File: src/inc/cmb_pkg.sv
// constants shared by the can message buffering block
package cmb_pkg;
  // ------------------------------------------------------------
  // message buffer geometry
  // ------------------------------------------------------------
  localparam int unsigned CMB_BYTES   = 13;      // bytes per buffer
  localparam int unsigned CMB_BUF_W   = 104;     // 13 bytes flattened
  localparam int unsigned CMB_NTX     = 3;       // transmit buffers
  localparam int unsigned CMB_LOCAL_PRIORITY_FIELD_W  = 8;       // local priority width
  localparam logic [3:0]  CMB_IDX_MAX = 4'hc;    // last byte index

  // ------------------------------------------------------------
  // register map (byte addresses, 8-bit data)
  // ------------------------------------------------------------
  localparam logic [3:0] CMB_PG_FOREGROUND_RX_BUFFER  = 4'h0;    // page: rx window
  localparam logic [3:0] CMB_PG_CTRL  = 4'h1;    // page: flags/control
  localparam logic [3:0] CMB_PG_TXB0  = 4'h2;    // page: tx buffer 0
  localparam logic [3:0] CMB_PG_TXB2  = 4'h4;    // page: tx buffer 2
  localparam logic [3:0] CMB_OFS_LOCAL_PRIORITY_FIELD = 4'hd;    // priority in tx page
  localparam logic [3:0] CMB_OFS_RXF  = 4'h0;    // receiver_flag_reg
  localparam logic [3:0] CMB_OFS_RXIE = 4'h1;    // rx interrupt enables
  localparam logic [3:0] CMB_OFS_TXF  = 4'h2;    // transmitter_flag_reg
  localparam logic [3:0] CMB_OFS_TXC  = 4'h3;    // tx_control_reg
  localparam logic [3:0] CMB_OFS_MODE = 4'h4;    // mode register

  // ------------------------------------------------------------
  // field positions
  // ------------------------------------------------------------
  localparam int unsigned CMB_B_RXFULL = 0;      // rx_full_flag
  localparam int unsigned CMB_B_OVR    = 1;      // overrun flag
  localparam int unsigned CMB_B_LOOP   = 0;      // loop-back enable
  localparam int unsigned CMB_F_HI_LSB = 4;      // upper nibble field

  // ------------------------------------------------------------
  // reset values
  // ------------------------------------------------------------
  localparam logic [7:0] CMB_RST_BYTE  = 8'h00;
  localparam logic [2:0] CMB_RST_EMPTY = 3'h7;   // all tx buffers free
  localparam logic [1:0] CMB_TXSEL_0   = 2'h0;
  localparam logic       CMB_RECESSIVE = 1'b1;   // pin level, recessive
endpackage : cmb_pkg

File: src/rtl/cmb_pin_sync.sv
// three-stage pin synchroniser with agreement of the last two stages
`timescale 1ns/1ps
`default_nettype none
module cmb_pin_sync
  import cmb_pkg::*;
#(
  parameter logic RST_VAL = 1'b1               // idle level of the pin
) (
  input  wire logic clock_i,                   // module clock
  input  wire logic arst_n_i,                  // async reset, active low
  input  wire logic pin_i,                     // raw asynchronous pin
  output logic      level_o                    // filtered level
);
  // ------------------------------------------------------------
  // stages
  // ------------------------------------------------------------
  logic s1_q;                                  // metastable catcher only
  logic s2_q;                                  // second stage
  logic s3_q;                                  // third stage
  logic lvl_q;                                 // accepted level

  // a change is taken only once stages two and three agree
  always_ff @(posedge clock_i or negedge arst_n_i) begin
    if (!arst_n_i) begin
      s1_q  <= RST_VAL;
      s2_q  <= RST_VAL;
      s3_q  <= RST_VAL;
      lvl_q <= RST_VAL;
    end else begin
      s1_q <= pin_i;
      s2_q <= s1_q;
      s3_q <= s2_q;
      if (s2_q == s3_q) begin
        lvl_q <= s3_q;
      end
    end
  end

  assign level_o = lvl_q;
endmodule : cmb_pin_sync
`default_nettype wire

File: src/rtl/cmb_msg_buf.sv
// one 13-byte message buffer: byte write, whole-buffer load, byte read
`timescale 1ns/1ps
`default_nettype none
module cmb_msg_buf
  import cmb_pkg::*;
(
  input  wire logic                 clock_i,    // module clock
  input  wire logic                 arst_n_i,   // async reset, active low
  input  wire logic                 wr_en_i,    // byte write strobe
  input  wire logic [3:0]           wr_idx_i,   // byte index
  input  wire logic [7:0]           wr_data_i,  // byte value
  input  wire logic                 load_i,     // load whole buffer
  input  wire logic [CMB_BUF_W-1:0] load_i_data,// flattened image in
  input  wire logic [3:0]           rd_idx_i,   // byte index to read
  output logic      [7:0]           rd_data_o,  // selected byte
  output logic      [CMB_BUF_W-1:0] image_o     // flattened image out
);
  // ------------------------------------------------------------
  // storage
  // ------------------------------------------------------------
  logic [7:0] mem_q [CMB_BYTES];               // byte cells

  // whole-buffer load has priority over a single byte write
  always_ff @(posedge clock_i or negedge arst_n_i) begin
    if (!arst_n_i) begin
      for (int i = 0; i < CMB_BYTES; i++) begin
        mem_q[i] <= CMB_RST_BYTE;
      end
    end else if (load_i) begin
      for (int i = 0; i < CMB_BYTES; i++) begin
        mem_q[i] <= load_i_data[i*8 +: 8];
      end
    end else if (wr_en_i && (wr_idx_i <= CMB_IDX_MAX)) begin
      mem_q[wr_idx_i] <= wr_data_i;
    end
  end

  // read mux; out-of-range indices read as zero
  assign rd_data_o = (rd_idx_i <= CMB_IDX_MAX) ? mem_q[rd_idx_i]
                                               : CMB_RST_BYTE;

  for (genvar g = 0; g < CMB_BYTES; g++) begin : g_img
    assign image_o[g*8 +: 8] = mem_q[g];
  end
endmodule : cmb_msg_buf
`default_nettype wire

File: src/rtl/cmb_msg_store.sv
// message storage of a can controller: rx fifo and tx buffer scheduling
//
// The implementer's own choices: strobed register access and the placing of the registers.
`timescale 1ns/1ps
`default_nettype none
module cmb_msg_store
  import cmb_pkg::*;
(
  input  wire logic       clock_i,              // 125 MHz module clock
  input  wire logic       arst_n_i,             // async reset, active low
  // register port
  input  wire logic [7:0] reg_addr_i,           // byte address
  input  wire logic [7:0] reg_wdata_i,          // write data
  input  wire logic       reg_wr_i,             // write strobe
  input  wire logic       reg_rd_i,             // read strobe
  output logic      [7:0] reg_rdata_o,          // read data, next cycle
  // can pins
  input  wire logic       can_receive_pin_i,    // bus level, async
  output logic            can_transmit_pin_o,   // bus level driven
  // bit engine side, receive
  output logic            rx_bit_dominant_o,    // synchronised rx level, inverted: high when dominant
  input  wire logic       rx_byte_we_i,         // byte of current frame
  input  wire logic [3:0] rx_byte_idx_i,        // its position
  input  wire logic [7:0] rx_byte_i,            // its value
  input  wire logic       rx_frame_ok_i,        // frame ended correctly
  input  wire logic       rx_accept_i,          // filter hit, with ok
  output logic            ack_enable_o,         // may acknowledge frame
  // bit engine side, transmit
  input  wire logic       tx_dominant_i,        // engine drives dominant
  input  wire logic       arb_start_i,          // arbitration begins
  input  wire logic       arb_lost_i,           // arbitration lost
  input  wire logic       tx_error_i,           // transmission error
  input  wire logic       tx_done_i,            // frame sent successfully
  output logic            tx_busy_o,            // a buffer is on the bus
  output logic      [1:0] tx_sel_o,             // buffer being sent
  input  wire logic [3:0] tx_byte_idx_i,        // byte wanted by engine
  output logic      [7:0] tx_byte_o,            // that byte, next cycle
  // interrupt requests
  output logic            rx_irq_o,             // receive interrupt
  output logic            err_irq_o,            // overrun interrupt
  output logic            tx_irq_o              // transmit interrupt
);
  // ------------------------------------------------------------
  // state
  // ------------------------------------------------------------
  logic                  rx_full_q;        // rx_full_flag
  logic                  ovr_q;            // overrun flag
  logic                  bg_pend_q;        // background holds a frame
  logic [1:0]            rxie_q;           // rx interrupt enables
  logic [2:0]            empty_q;          // tx_empty_flag per buffer
  logic [2:0]            txie_q;           // tx interrupt enables
  logic [2:0]            abrq_q;           // abort_request_flag
  logic [2:0]            abak_q;           // abort_ack_flag
  logic                  loop_q;           // loop-back mode
  logic [CMB_LOCAL_PRIORITY_FIELD_W-1:0] local_priority_field_q [CMB_NTX]; // local_priority_field
  logic                  busy_q;           // transmitting a buffer
  logic [1:0]            sel_q;            // buffer under transmission
  logic [7:0]            rdata_q;          // registered read data
  logic [7:0]            txb_q;            // registered engine byte
  logic                  txpin_q;          // registered pin level

  // ------------------------------------------------------------
  // register decode
  // ------------------------------------------------------------
  wire [3:0] pg      = reg_addr_i[7:4];     // page
  wire [3:0] ofs     = reg_addr_i[3:0];     // offset in page
  wire       pg_rx   = (pg == CMB_PG_FOREGROUND_RX_BUFFER);
  wire       pg_ctl  = (pg == CMB_PG_CTRL);
  wire       pg_tx   = (pg >= CMB_PG_TXB0) && (pg <= CMB_PG_TXB2);
  wire [1:0] host_n  = 2'(pg - CMB_PG_TXB0);   // addressed tx buffer
  wire       is_local_priority_field = pg_tx && (ofs == CMB_OFS_LOCAL_PRIORITY_FIELD);
  wire       wr_ctl  = reg_wr_i && pg_ctl;
  wire       w_rxf   = wr_ctl && (ofs == CMB_OFS_RXF);
  wire       w_rxie  = wr_ctl && (ofs == CMB_OFS_RXIE);
  wire       w_txf   = wr_ctl && (ofs == CMB_OFS_TXF);
  wire       w_txc   = wr_ctl && (ofs == CMB_OFS_TXC);
  wire       w_mode  = wr_ctl && (ofs == CMB_OFS_MODE);
  wire       w_txb   = reg_wr_i && pg_tx && !is_local_priority_field;
  wire       w_local_priority_field  = reg_wr_i && is_local_priority_field;

  // ------------------------------------------------------------
  // receive side decisions
  // ------------------------------------------------------------
  // own frame unless loop-back makes it an ordinary one
  wire own_frame  = busy_q && !loop_q;
  wire acc_done   = rx_frame_ok_i && rx_accept_i && !own_frame;
  // background locked while it keeps a frame for the foreground
  wire bg_wr      = rx_byte_we_i && !bg_pend_q;
  // accepted frame landing in a free foreground
  wire copy_new   = acc_done && !bg_pend_q && !rx_full_q;
  // queued frame moves once the host has freed the foreground
  wire copy_pend  = bg_pend_q && !rx_full_q;
  wire fg_load    = copy_new || copy_pend;
  wire queue_new  = acc_done && !bg_pend_q && rx_full_q;
  wire overrun    = acc_done && bg_pend_q;
  // host clear of rx full, ignored while a copy sets it
  wire clr_rxf    = w_rxf && reg_wdata_i[CMB_B_RXFULL];
  wire clr_ovr    = w_rxf && reg_wdata_i[CMB_B_OVR];

  // ------------------------------------------------------------
  // message buffers
  // ------------------------------------------------------------
  logic [CMB_BUF_W-1:0] bg_img;            // background image
  logic [7:0]           fg_byte;           // host byte from foreground
  logic [7:0]           tx_host_byte [CMB_NTX];  // host readback
  logic [7:0]           tx_eng_byte  [CMB_NTX];  // engine readout

  // background buffer, written only by the receive engine
  cmb_msg_buf u_bg (
    .clock_i     (clock_i),
    .arst_n_i    (arst_n_i),
    .wr_en_i     (bg_wr),
    .wr_idx_i    (rx_byte_idx_i),
    .wr_data_i   (rx_byte_i),
    .load_i      (1'b0),
    .load_i_data ({CMB_BUF_W{1'b0}}),
    .rd_idx_i    (4'h0),
    .rd_data_o   (),
    .image_o     (bg_img)
  );

  // foreground buffer, loaded whole from the background
  cmb_msg_buf u_fg (
    .clock_i     (clock_i),
    .arst_n_i    (arst_n_i),
    .wr_en_i     (1'b0),
    .wr_idx_i    (4'h0),
    .wr_data_i   (8'h00),
    .load_i      (fg_load),
    .load_i_data (bg_img),
    .rd_idx_i    (ofs),
    .rd_data_o   (fg_byte),
    .image_o     ()
  );

  // three transmit buffers, host written, engine and host read
  for (genvar n = 0; n < CMB_NTX; n++) begin : g_txb
    // writes to the buffer on the bus are dropped to keep it stable
    wire wr_n = w_txb && (host_n == 2'(n)) && !(busy_q && sel_q == 2'(n));
    logic [CMB_BUF_W-1:0] img_n;           // flattened image for engine
    cmb_msg_buf u_tx (
      .clock_i     (clock_i),
      .arst_n_i    (arst_n_i),
      .wr_en_i     (wr_n),
      .wr_idx_i    (ofs),
      .wr_data_i   (reg_wdata_i),
      .load_i      (1'b0),
      .load_i_data ({CMB_BUF_W{1'b0}}),
      .rd_idx_i    (ofs),
      .rd_data_o   (tx_host_byte[n]),
      .image_o     (img_n)
    );
    // engine readout: own index, independent of the host address
    assign tx_eng_byte[n] = (tx_byte_idx_i <= CMB_IDX_MAX)
                            ? img_n[tx_byte_idx_i*8 +: 8] : CMB_RST_BYTE;
  end

  // ------------------------------------------------------------
  // transmit scheduling
  // ------------------------------------------------------------
  logic [1:0] best_n;                      // chosen buffer
  logic       any_rdy;                     // a buffer is ready
  logic [2:0] ready;                       // scheduled and not aborted

  assign ready = ~empty_q;

  // lowest value wins; strict compare keeps the lower index on a tie
  always_comb begin
    logic [CMB_LOCAL_PRIORITY_FIELD_W-1:0] best_p;
    best_p  = '1;
    best_n  = CMB_TXSEL_0;
    any_rdy = 1'b0;
    for (int i = 0; i < CMB_NTX; i++) begin
      if (ready[i] && (!any_rdy || local_priority_field_q[i] < best_p)) begin
        best_p  = local_priority_field_q[i];
        best_n  = 2'(i);
        any_rdy = 1'b1;
      end
    end
  end

  // abort is granted only to a ready buffer not on the bus
  logic [2:0] on_bus;                      // one-hot of buffer sent
  logic [2:0] abort_ok;                    // abort granted now
  logic [2:0] sent;                        // successful completion
  logic [2:0] clr_empty;                   // host marks ready

  always_comb begin
    for (int i = 0; i < CMB_NTX; i++) begin
      on_bus[i]    = busy_q && (sel_q == 2'(i));
      sent[i]      = on_bus[i] && tx_done_i;
      abort_ok[i]  = abrq_q[i] && ready[i] && !on_bus[i];
      // clear ignored while the buffer is still being released
      clr_empty[i] = w_txf && reg_wdata_i[i] && !sent[i]
                     && !abort_ok[i];
    end
  end

  // selection happens at every arbitration, errors included
  always_ff @(posedge clock_i or negedge arst_n_i) begin
    if (!arst_n_i) begin
      busy_q <= 1'b0;
      sel_q  <= CMB_TXSEL_0;
    end else if (arb_start_i) begin
      busy_q <= any_rdy;
      sel_q  <= best_n;
    end else if (tx_done_i || tx_error_i || arb_lost_i) begin
      busy_q <= 1'b0;
    end
  end

  // ------------------------------------------------------------
  // transmit flags and control
  // ------------------------------------------------------------
  always_ff @(posedge clock_i or negedge arst_n_i) begin
    if (!arst_n_i) begin
      empty_q <= CMB_RST_EMPTY;
      abak_q  <= 3'h0;
      abrq_q  <= 3'h0;
      txie_q  <= 3'h0;
    end else begin
      for (int i = 0; i < CMB_NTX; i++) begin
        if (sent[i] || abort_ok[i]) begin
          empty_q[i] <= 1'b1;
          abrq_q[i]  <= 1'b0;
          abak_q[i]  <= abort_ok[i];
        end else if (clr_empty[i]) begin
          empty_q[i] <= 1'b0;
          abak_q[i]  <= 1'b0;
        end else if (w_txc) begin
          abrq_q[i] <= reg_wdata_i[CMB_F_HI_LSB + i] && ready[i];
        end
      end
      if (w_txc) begin
        txie_q <= reg_wdata_i[2:0];
      end
    end
  end

  // priorities, written by the host at any time
  always_ff @(posedge clock_i or negedge arst_n_i) begin
    if (!arst_n_i) begin
      for (int i = 0; i < CMB_NTX; i++) begin
        local_priority_field_q[i] <= CMB_RST_BYTE;
      end
    end else if (w_local_priority_field) begin
      local_priority_field_q[host_n] <= reg_wdata_i;
    end
  end

  // ------------------------------------------------------------
  // receive flags
  // ------------------------------------------------------------
  // a set in the same cycle as a host clear always wins
  always_ff @(posedge clock_i or negedge arst_n_i) begin
    if (!arst_n_i) begin
      rx_full_q <= 1'b0;
      bg_pend_q <= 1'b0;
      ovr_q     <= 1'b0;
    end else begin
      if (fg_load) begin
        rx_full_q <= 1'b1;
      end else if (clr_rxf) begin
        rx_full_q <= 1'b0;
      end
      if (queue_new) begin
        bg_pend_q <= 1'b1;
      end else if (copy_pend) begin
        bg_pend_q <= 1'b0;
      end
      if (overrun) begin
        ovr_q <= 1'b1;
      end else if (clr_ovr) begin
        ovr_q <= 1'b0;
      end
    end
  end

  // enables and mode
  always_ff @(posedge clock_i or negedge arst_n_i) begin
    if (!arst_n_i) begin
      rxie_q <= 2'h0;
      loop_q <= 1'b0;
    end else begin
      if (w_rxie) begin
        rxie_q <= reg_wdata_i[1:0];
      end
      if (w_mode) begin
        loop_q <= reg_wdata_i[CMB_B_LOOP];
      end
    end
  end

  // ------------------------------------------------------------
  // read path: data stand only in the cycle after the strobe
  // ------------------------------------------------------------
  logic [7:0] ctl_byte;                    // control page mux
  always_comb begin
    case (ofs)
      CMB_OFS_RXF:  ctl_byte = {6'h00, ovr_q, rx_full_q};
      CMB_OFS_RXIE: ctl_byte = {6'h00, rxie_q};
      CMB_OFS_TXF:  ctl_byte = {1'b0, abak_q, 1'b0, empty_q};
      CMB_OFS_TXC:  ctl_byte = {1'b0, abrq_q, 1'b0, txie_q};
      CMB_OFS_MODE: ctl_byte = {7'h00, loop_q};
      default:      ctl_byte = 8'h00;
    endcase
  end

  wire [7:0] rd_mux = pg_rx   ? fg_byte
                    : pg_ctl  ? ctl_byte
                    : is_local_priority_field ? local_priority_field_q[host_n]
                    : pg_tx   ? tx_host_byte[host_n]
                    : 8'h00;                           // unmapped

  always_ff @(posedge clock_i or negedge arst_n_i) begin
    if (!arst_n_i) begin
      rdata_q <= 8'h00;
    end else begin
      rdata_q <= reg_rd_i ? rd_mux : 8'h00;
    end
  end

  // ------------------------------------------------------------
  // engine byte readout and pins
  // ------------------------------------------------------------
  // the engine reads the selected buffer at its own byte index;
  // registered so the byte stands one cycle after the index
  logic [7:0] eng_byte;
  assign eng_byte = tx_eng_byte[sel_q];

  always_ff @(posedge clock_i or negedge arst_n_i) begin
    if (!arst_n_i) begin
      txb_q   <= 8'h00;
      txpin_q <= CMB_RECESSIVE;
    end else begin
      txb_q   <= eng_byte;
      // dominant from the engine drives the pin low
      txpin_q <= ~tx_dominant_i;
    end
  end

  logic rx_level;                          // synchronised pin level
  cmb_pin_sync #(
    .RST_VAL (CMB_RECESSIVE)
  ) u_rx_sync (
    .clock_i  (clock_i),
    .arst_n_i (arst_n_i),
    .pin_i    (can_receive_pin_i),
    .level_o  (rx_level)
  );

  // ------------------------------------------------------------
  // outputs
  // ------------------------------------------------------------
  assign reg_rdata_o        = rdata_q;
  assign can_transmit_pin_o = txpin_q;
  assign rx_bit_dominant_o  = ~rx_level;
  assign ack_enable_o       = !own_frame;
  assign tx_busy_o          = busy_q;
  assign tx_sel_o           = sel_q;
  assign tx_byte_o          = txb_q;
  assign rx_irq_o  = rx_full_q && rxie_q[CMB_B_RXFULL];
  assign err_irq_o = ovr_q && rxie_q[CMB_B_OVR];
  assign tx_irq_o  = |(empty_q & txie_q);
endmodule : cmb_msg_store
`default_nettype wire

File: config.mk
export PLATFORM = sky130hd
export DESIGN_NAME = cmb_msg_store
export DESIGN_NICKNAME = d
export VERILOG_FILES = /design/src/inc/cmb_pkg.sv /design/src/rtl/cmb_pin_sync.sv /design/src/rtl/cmb_msg_buf.sv /design/src/rtl/cmb_msg_store.sv
export SDC_FILE = /design/constraint.sdc
export NUM_CORES = 1
export LEC_CHECK = 0
export BUFFER_PORTS_ARGS = -buffer_cell sky130_fd_sc_hd__clkbuf_2
export CAP_MARGIN = 30
export CORE_MARGIN = 10
export CORE_UTILIZATION = 48
export CTS_BUF_LIST = sky130_fd_sc_hd__clkbuf_8
export DETAILED_ROUTE_END_ITERATION = 12
export GPL_TIMING_DRIVEN = 0
export PLACE_DENSITY = 0.72
export SLEW_MARGIN = 20
export SYNTH_ARGS = -nofsm -noshare
export SYNTH_HDL_FRONTEND = slang
export SYNTH_SLANG_ARGS = --single-unit
File: constraint.sdc
create_clock -name clock_i -period 3.2 [get_ports clock_i]
set_input_delay 0.48 -clock clock_i [delete_from_list [all_inputs] [get_ports clock_i]]
set_output_delay 0.48 -clock clock_i [all_outputs]
set_load 0.005 [all_outputs]
Yosys cells after proc, flatten, opt, wreduce, memory -nomap -nowiden
Cells that the tools add are included.
{ "word_totals": {"elab_cells": 315, "ff_bits": 586, "output_inout_bits": 25} }
{ "op_classes": {"n_reduce_logical": 105, "addsub": 1, "eq_ne": 14, "bitwise_logic": 8, "magnitude_cmp": 14, "muxes": 78, "shifts": 3} }
{ "ops": {"columns": ["cell", "count"], "rows": [
  ["104-bit bitwise mux", 4],
  ["104-bit by 8-bit indexed part select with 8-bit output", 3],
  ["8-bit 2-to-1 mux", 31],
  ["8-bit binary-select mux with 4-bit select", 4],
  ["8-bit demux with 4-bit select", 2],
  ["1-bit logical AND", 63],
  ["8-bit binary-select mux with 2-bit select", 3],
  ["7-bit one-hot mux with 5 select lines", 1],
  ["1-bit 2-to-1 mux", 30],
  ["24-bit bitwise mux", 1],
  ["2-bit nonzero test", 10],
  ["8-bit demux with 2-bit select", 1],
  ["1-bit zero test", 16],
  ["8-bit less-than comparator", 2],
  ["4-bit <= comparator (second input constant)", 3],
  ["5-bit >= comparator (second input constant)", 2],
  ["5-bit by 1-bit less-than comparator with 1-bit output (second input constant)", 2],
  ["4-bit NOT with 5-bit output", 2],
  ["4-bit by 1-bit == test with 1-bit output (second input constant)", 2],
  ["4-bit by 2-bit == test with 1-bit output (second input constant)", 2],
  ["4-bit zero test", 2],
  ["1-bit logical OR", 8],
  ["3-bit >= comparator (second input constant)", 2],
  ["2-bit by 1-bit inequality test with 1-bit output (second input constant)", 3],
  ["other kinds (17)", 24]
]} }

Longest topological paths before layout
{ "logic_depth": {"depth_word": 13, "mapped_depth": 17} }

Cells and area by module
From an unflattened synthesis, not the netlist that was laid out.
{ "hier_totals": {"cells_unflattened": 3952, "hier_area_um2": 36550.1} }
{ "by_module_without_submodules": {"columns": ["mod", "instances", "cells_each", "area_per_inst_um2"], "rows": [
  ["cmb_msg_buf", 5, 668, 6007.0],
  ["cmb_msg_store", 1, 607, 6398.6],
  ["cmb_pin_sync", 1, 5, 116.4]
]} }

Least setup slack after synthesis
No wires, ideal clock.
{ "synth_path": {"kind": "reg2reg", "from": "register empty_q[0]", "to": "register sel_q[0], in the netlist tx_sel_o[0]", "path_slack_ps": -205, "required_ps": 3074, "arrival_ps": 3279, "setup_time_ps": 126, "n_path_buf": 2, "path_stages_with_launch": 17, "cell_sequence": "dfstp_2 clkbuf_1 nor2_1 ha_1 nand4_1 nor2_1 o31ai_1 a32oi_1 clkbuf_1 o21ai_0 ha_1 a21o_1 a21oi_1 nor2b_1 and4b_1 a311o_1 o21ai_0"} }
{ "synth_between": {"elab_chain_cells": 10} }
{ "synth_rtl": {"columns": ["element", "line_no", "source"], "rows": [
  ["from (decl)", "cmb_msg_store.sv:50", "logic [2:0] empty_q;"],
  ["from (signal assigned)", "cmb_msg_store.sv:217", "empty_q <= CMB_RST_EMPTY;"],
  ["from (signal, indexed assignment)", "cmb_msg_store.sv:224", "empty_q[i] <= 1'b1;"],
  ["from (signal, indexed assignment)", "cmb_msg_store.sv:228", "empty_q[i] <= 1'b0;"],
  ["3-bit NOT (*)", "cmb_msg_store.sv:165", "assign ready = ~empty_q;"],
  ["8-bit 2-to-1 mux or 1-bit 2-to-1 mux (tied branches)", "cmb_msg_store.sv:174", "if (ready[i] && (!any_rdy || local_priority_field_q[i] < best_p)) begin"],
  ["8-bit less-than comparator or 1-bit zero test (tied branches)", "cmb_msg_store.sv:174", null],
  ["1-bit logical OR", "cmb_msg_store.sv:174", null],
  ["1-bit logical AND", "cmb_msg_store.sv:174", null],
  ["8-bit 2-to-1 mux or 1-bit 2-to-1 mux (tied branches)", "cmb_msg_store.sv:174", null],
  ["8-bit less-than comparator or 1-bit zero test (tied branches)", "cmb_msg_store.sv:174", null],
  ["1-bit logical OR", "cmb_msg_store.sv:174", null],
  ["1-bit logical AND", "cmb_msg_store.sv:174", null],
  ["2-bit 2-to-1 mux (*)", "cmb_msg_store.sv:174", null],
  ["to (signal assigned)", "cmb_msg_store.sv:206", "sel_q <= best_n;"],
  ["to (decl)", "cmb_msg_store.sv:57", "logic [1:0] sel_q;"]
]} }
Mark *: on every way between the ends. The rest lies on a longest branch, timed or not.
A chain may end at the register's enable or synchronous reset.

Worst setup path in the final report
Ends and elaborated chain as after synthesis.

==> flow_summary.rst <==
.. list-table::
   :header-rows: 1

   * - Metric
     - Value
   * - Outcome
     - finished, violations left
   * - Violated checks
     - negative setup slack
   * - Kind of critical path
     - reg -> reg
   * - Post-placement worst setup slack
     - -0.673 ns
   * - Average wire length per cell after detail routing
     - 30.8 µm
   * - Wire length of the first global-routing pass
     - 137 mm
   * - Data required time of the worst path
     - roughly 3.8 ns
   * - Proportion of netlist area held by the largest area contributor
     - 49.7%
   * - First-pass iteration count of the detailed router
     - 8
   * - Crit share post-route
     - 106%
   * - Final core utilization
     - 55.0%
   * - Worst-skew pair later-pin latency
     - between 0.7 and 0.8 ns
   * - Gp weighted congestion
     - a little under 1
   * - Post-synth EDFFs
     - 0
   * - Total CTS buffers
     - 101
   * - Critical path peak fanout
     - 7
   * - Die Span Y
     - 266 µm
   * - Capturing element type of the critical path
     - flip-flop
   * - Cell types with the highest counts after synthesis
     - 578 x sky130_fd_sc_hd__dfrtp_1, 550 x sky130_fd_sc_hd__mux2_2, 170 x sky130_fd_sc_hd__mux4_2
   * - Cell row count
     - 90
   * - Post-DP HPWL
     - 64.3 mm
   * - Number of DRC violations after detailed routing
     - 0
   * - Main area contributors after synthesis
     - sky130_fd_sc_hd__dfrtp_1 50%, sky130_fd_sc_hd__mux2_2 21%, sky130_fd_sc_hd__mux4_2 13%, sky130_fd_sc_hd__mux2i_1 2.0%, sky130_fd_sc_hd__clkbuf_1 1.1%
   * - Clock sink count
     - 586
   * - Flop and latch count out of synthesis
     - 586
   * - Overflow left after global routing
     - 0
   * - Detailed-route via count
     - 20,018
   * - Relative slew slack
     - 31.9%
   * - Library cell with the largest summed area after synthesis
     - sky130_fd_sc_hd__dfrtp_1
   * - Unrepaired setup endpoints after global routing
     - yes
   * - Final Critical Period
     - 3.38 ns
   * - Buffer levels on the longest clock path
     - 3
   * - H-tree depth reported by CTS
     - 3
   * - Warning count from the yosys run
     - 0
   * - CTS tree
     - built
   * - Overall Global Routing Usage
     - between 20% and 30%
   * - Core Area
     - between 60,000 and 70,000 µm²
   * - Vias in the first global route
     - roughly 20,000
   * - Avg Inst Size Synth
     - between 10 and 15 µm²
   * - Area Overhead vs Synth
     - 13.9%
   * - Max-slew violation total from the final report
     - 0
   * - Worst voltage drop across the vdd grid
     - 0.377 mV
   * - Final antenna-violating net count
     - 0
   * - I/O pin count
     - 70
   * - Final hold violation count
     - 0
   * - Die width
     - 266 µm
   * - Proportion of synthesized chip area in sequential cells
     - 50.4%
   * - Largest net degree at the start of global routing
     - 97
   * - DRC violation total after the first TritonRoute iteration
     - 2,095
   * - Power density relative to cell area
     - 521 nW/µm²
   * - Post-Synthesis Cells
     - 1,990
   * - Crit path arrival time
     - 4.02 ns
   * - Total design power
     - 17.3 mW
   * - Hold Crit Class
     - in -> reg
   * - Number of maximum-capacitance constraint violations
     - 0
   * - Clock Root Buffer
     - sky130_fd_sc_hd__clkbuf_8
   * - Starting Density
     - 48.3%
   * - Max Fclk
     - a little under 300 MHz
   * - Total standard cell area after synthesis
     - 29,100 µm²
   * - Total wirelength of the detailed-routed design
     - 94.2 mm
   * - Synthesized netlist net count
     - a little over 2,000
   * - Final count of negative-setup-slack endpoints
     - 2
   * - Dominant synthesized flop cell
     - sky130_fd_sc_hd__dfrtp_1
   * - Number of antenna violations at the first check in global routing
     - 3
   * - Most common cell in the netlist
     - sky130_fd_sc_hd__dfrtp_1
   * - DIE AREA
     - 70,900 µm²
   * - Nets
     - 2,249
   * - Crit path setup slack, layout
     - -0.182 ns
   * - Clock-pin transition on the worst setup and hold timing paths
     - 0.06 ns
   * - Count of different cell masters after synthesis
     - 70
   * - Worst Hold Margin
     - 0.0291 ns
   * - Number of standard cells in the layout, taps in and fillers out
     - 3,058
   * - FFs w/ async S/R, synth
     - 100%
   * - Layout cells sized above 1
     - between 40% and 50%
   * - I/O Buffers
     - 61
   * - Worst Clk Skew
     - 0.0438 ns
   * - Number of instances in the placed design
     - around 2,800
   * - Critical path startpoint category
     - flip-flop
   * - Leak pwr
     - 15.7 nW
   * - Mean number of vias per cell
     - 6.55
   * - Transition at the pin with the smallest max-transition slack
     - 1.02 ns
## state kept, by name (all words and copies together), names as in the netlist, 2 cells and up
register	flops
abak_q	3
g_txb.u_tx.image_o	312
rxie_q	2
local_priority_field_q	24
u_bg.image_o	104
empty_q	3
u_fg.image_o	104
tx_byte_o	8
txie_q	3
tx_sel_o	2
abrq_q	3
reg_rdata_o	8
## cell usage in the layout, fill, tap and decap left out, types with 24 or more instances in the layout
cell / n
sky130_fd_sc_hd__clkbuf_1: 81
sky130_fd_sc_hd__mux2_2: 550
sky130_fd_sc_hd__inv_1: 45
sky130_fd_sc_hd__buf_2: 39
sky130_fd_sc_hd__dfrtp_1: 578
sky130_fd_sc_hd__a21oi_1: 33
sky130_fd_sc_hd__mux2i_1: 58
sky130_fd_sc_hd__mux4_2: 170
sky130_fd_sc_hd__nor2_1: 35
sky130_fd_sc_hd__a31oi_1: 24
sky130_fd_sc_hd__clkbuf_8: 137
sky130_fd_sc_hd__clkbuf_2: 63
sky130_fd_sc_hd__nand2_1: 79
## routing by layer
layer / part of all wire, % / track usage [%] / vias to the layer above
li1: - / - / 7995
met1: 39 / 34.1 / 10654
met2: 46 / 39.8 / 1101
met3: 9.8 / 7.60 / 264
met4: 5.1 / 13.3 / 4
met5: 0.072 / 0 / -
## layout make-up
cell class / instances / area (µm²)
fillers: 4839 / 27100
flip-flops and latches: 586 / 14700
multi-input cells: 1240 / 13800
clock buffers: 135 / 1860
well taps: 782 / 978
repair buffers: 97 / 751
plain buffers: 149 / 707
clock inverters: 52 / 354
inverters: 15 / 56.3
diodes: 2 / 5.00
## critical path, cell delays in order (launching register included)
cell and delay, ns:
sky130_fd_sc_hd__dfstp_2 0.56, sky130_fd_sc_hd__buf_8 0.14, sky130_fd_sc_hd__nor2_4 0.04, sky130_fd_sc_hd__ha_1 0.28, sky130_fd_sc_hd__o21ai_1 0.16, sky130_fd_sc_hd__a21oi_2 0.05, sky130_fd_sc_hd__o31ai_2 0.28, sky130_fd_sc_hd__a32oi_2 0.18
sky130_fd_sc_hd__clkbuf_8 0.19, sky130_fd_sc_hd__buf_6 0.11, sky130_fd_sc_hd__nand2_2 0.05, sky130_fd_sc_hd__o21ai_1 0.06, sky130_fd_sc_hd__ha_1 0.32, sky130_fd_sc_hd__a21oi_2 0.08, sky130_fd_sc_hd__nor2b_4 0.13, sky130_fd_sc_hd__and4b_1 0.22
sky130_fd_sc_hd__a311o_1 0.36, sky130_fd_sc_hd__o21ai_1 0.08
## worst paths after layout
kind                                                   to  slack (ns)  cells past startpoint           start
worst max-delay path                          tx_sel_o[0]       -0.18                     17      empty_q[0]
worst min-delay path                          tx_sel_o[0]        0.03                      2     arb_start_i
worst max register to register                tx_sel_o[0]       -0.18                     17      empty_q[0]
worst min register to register             u_rx_sync.s2_q        0.36                      0  u_rx_sync.s1_q
max in group asynchronous       g_txb[2].u_tx.image_o[18]        1.57                      4        arst_n_i
min in group asynchronous                u_bg.image_o[90]        0.25                      2        arst_n_i
## repair_timing
item / 4_1_cts / 5_1_grt
setup endpoints to repair: 2 / 2
pin swaps: 5 / 19
resized for setup: 12 / 20
endpoints found under the hold margin: 64 / 0
buffers inserted: 6 / 10
hold buffers: 7 / 0
## per-stage QoR
step / setup TNS (ns) / instance area, µm²
final: -0.274 / 33200
after global routing: -0.584 / 33200
after floorplan: 0 / 29100
after global placement: -6636.39 / 30400
after detailed placement: -7.85 / 30600
after CTS: -0.0986 / 33000
## where the power goes
part           internal (mW)  switching, mW  total [mW]
Sequential              7.88          0.283        8.16
Clock                   3.98           3.35        7.33
Combinational          0.782           1.02        1.80
## cells by family (layout without fill, tap and decap cells)
family	count (synthesis)	count (layout)	share of synthesized area, %
muxes	780	780	36.5
DFF	586	586	50.4
and+or+nand+nor	248	248	5.21
AOI/OAI and AO/OA	197	197	4.72
buffers and inverters	164	448	2.54
adders and majority gates	15	15	0.636
other	0	2	0
No activity file was read; power rests on OpenSTA's default activity.
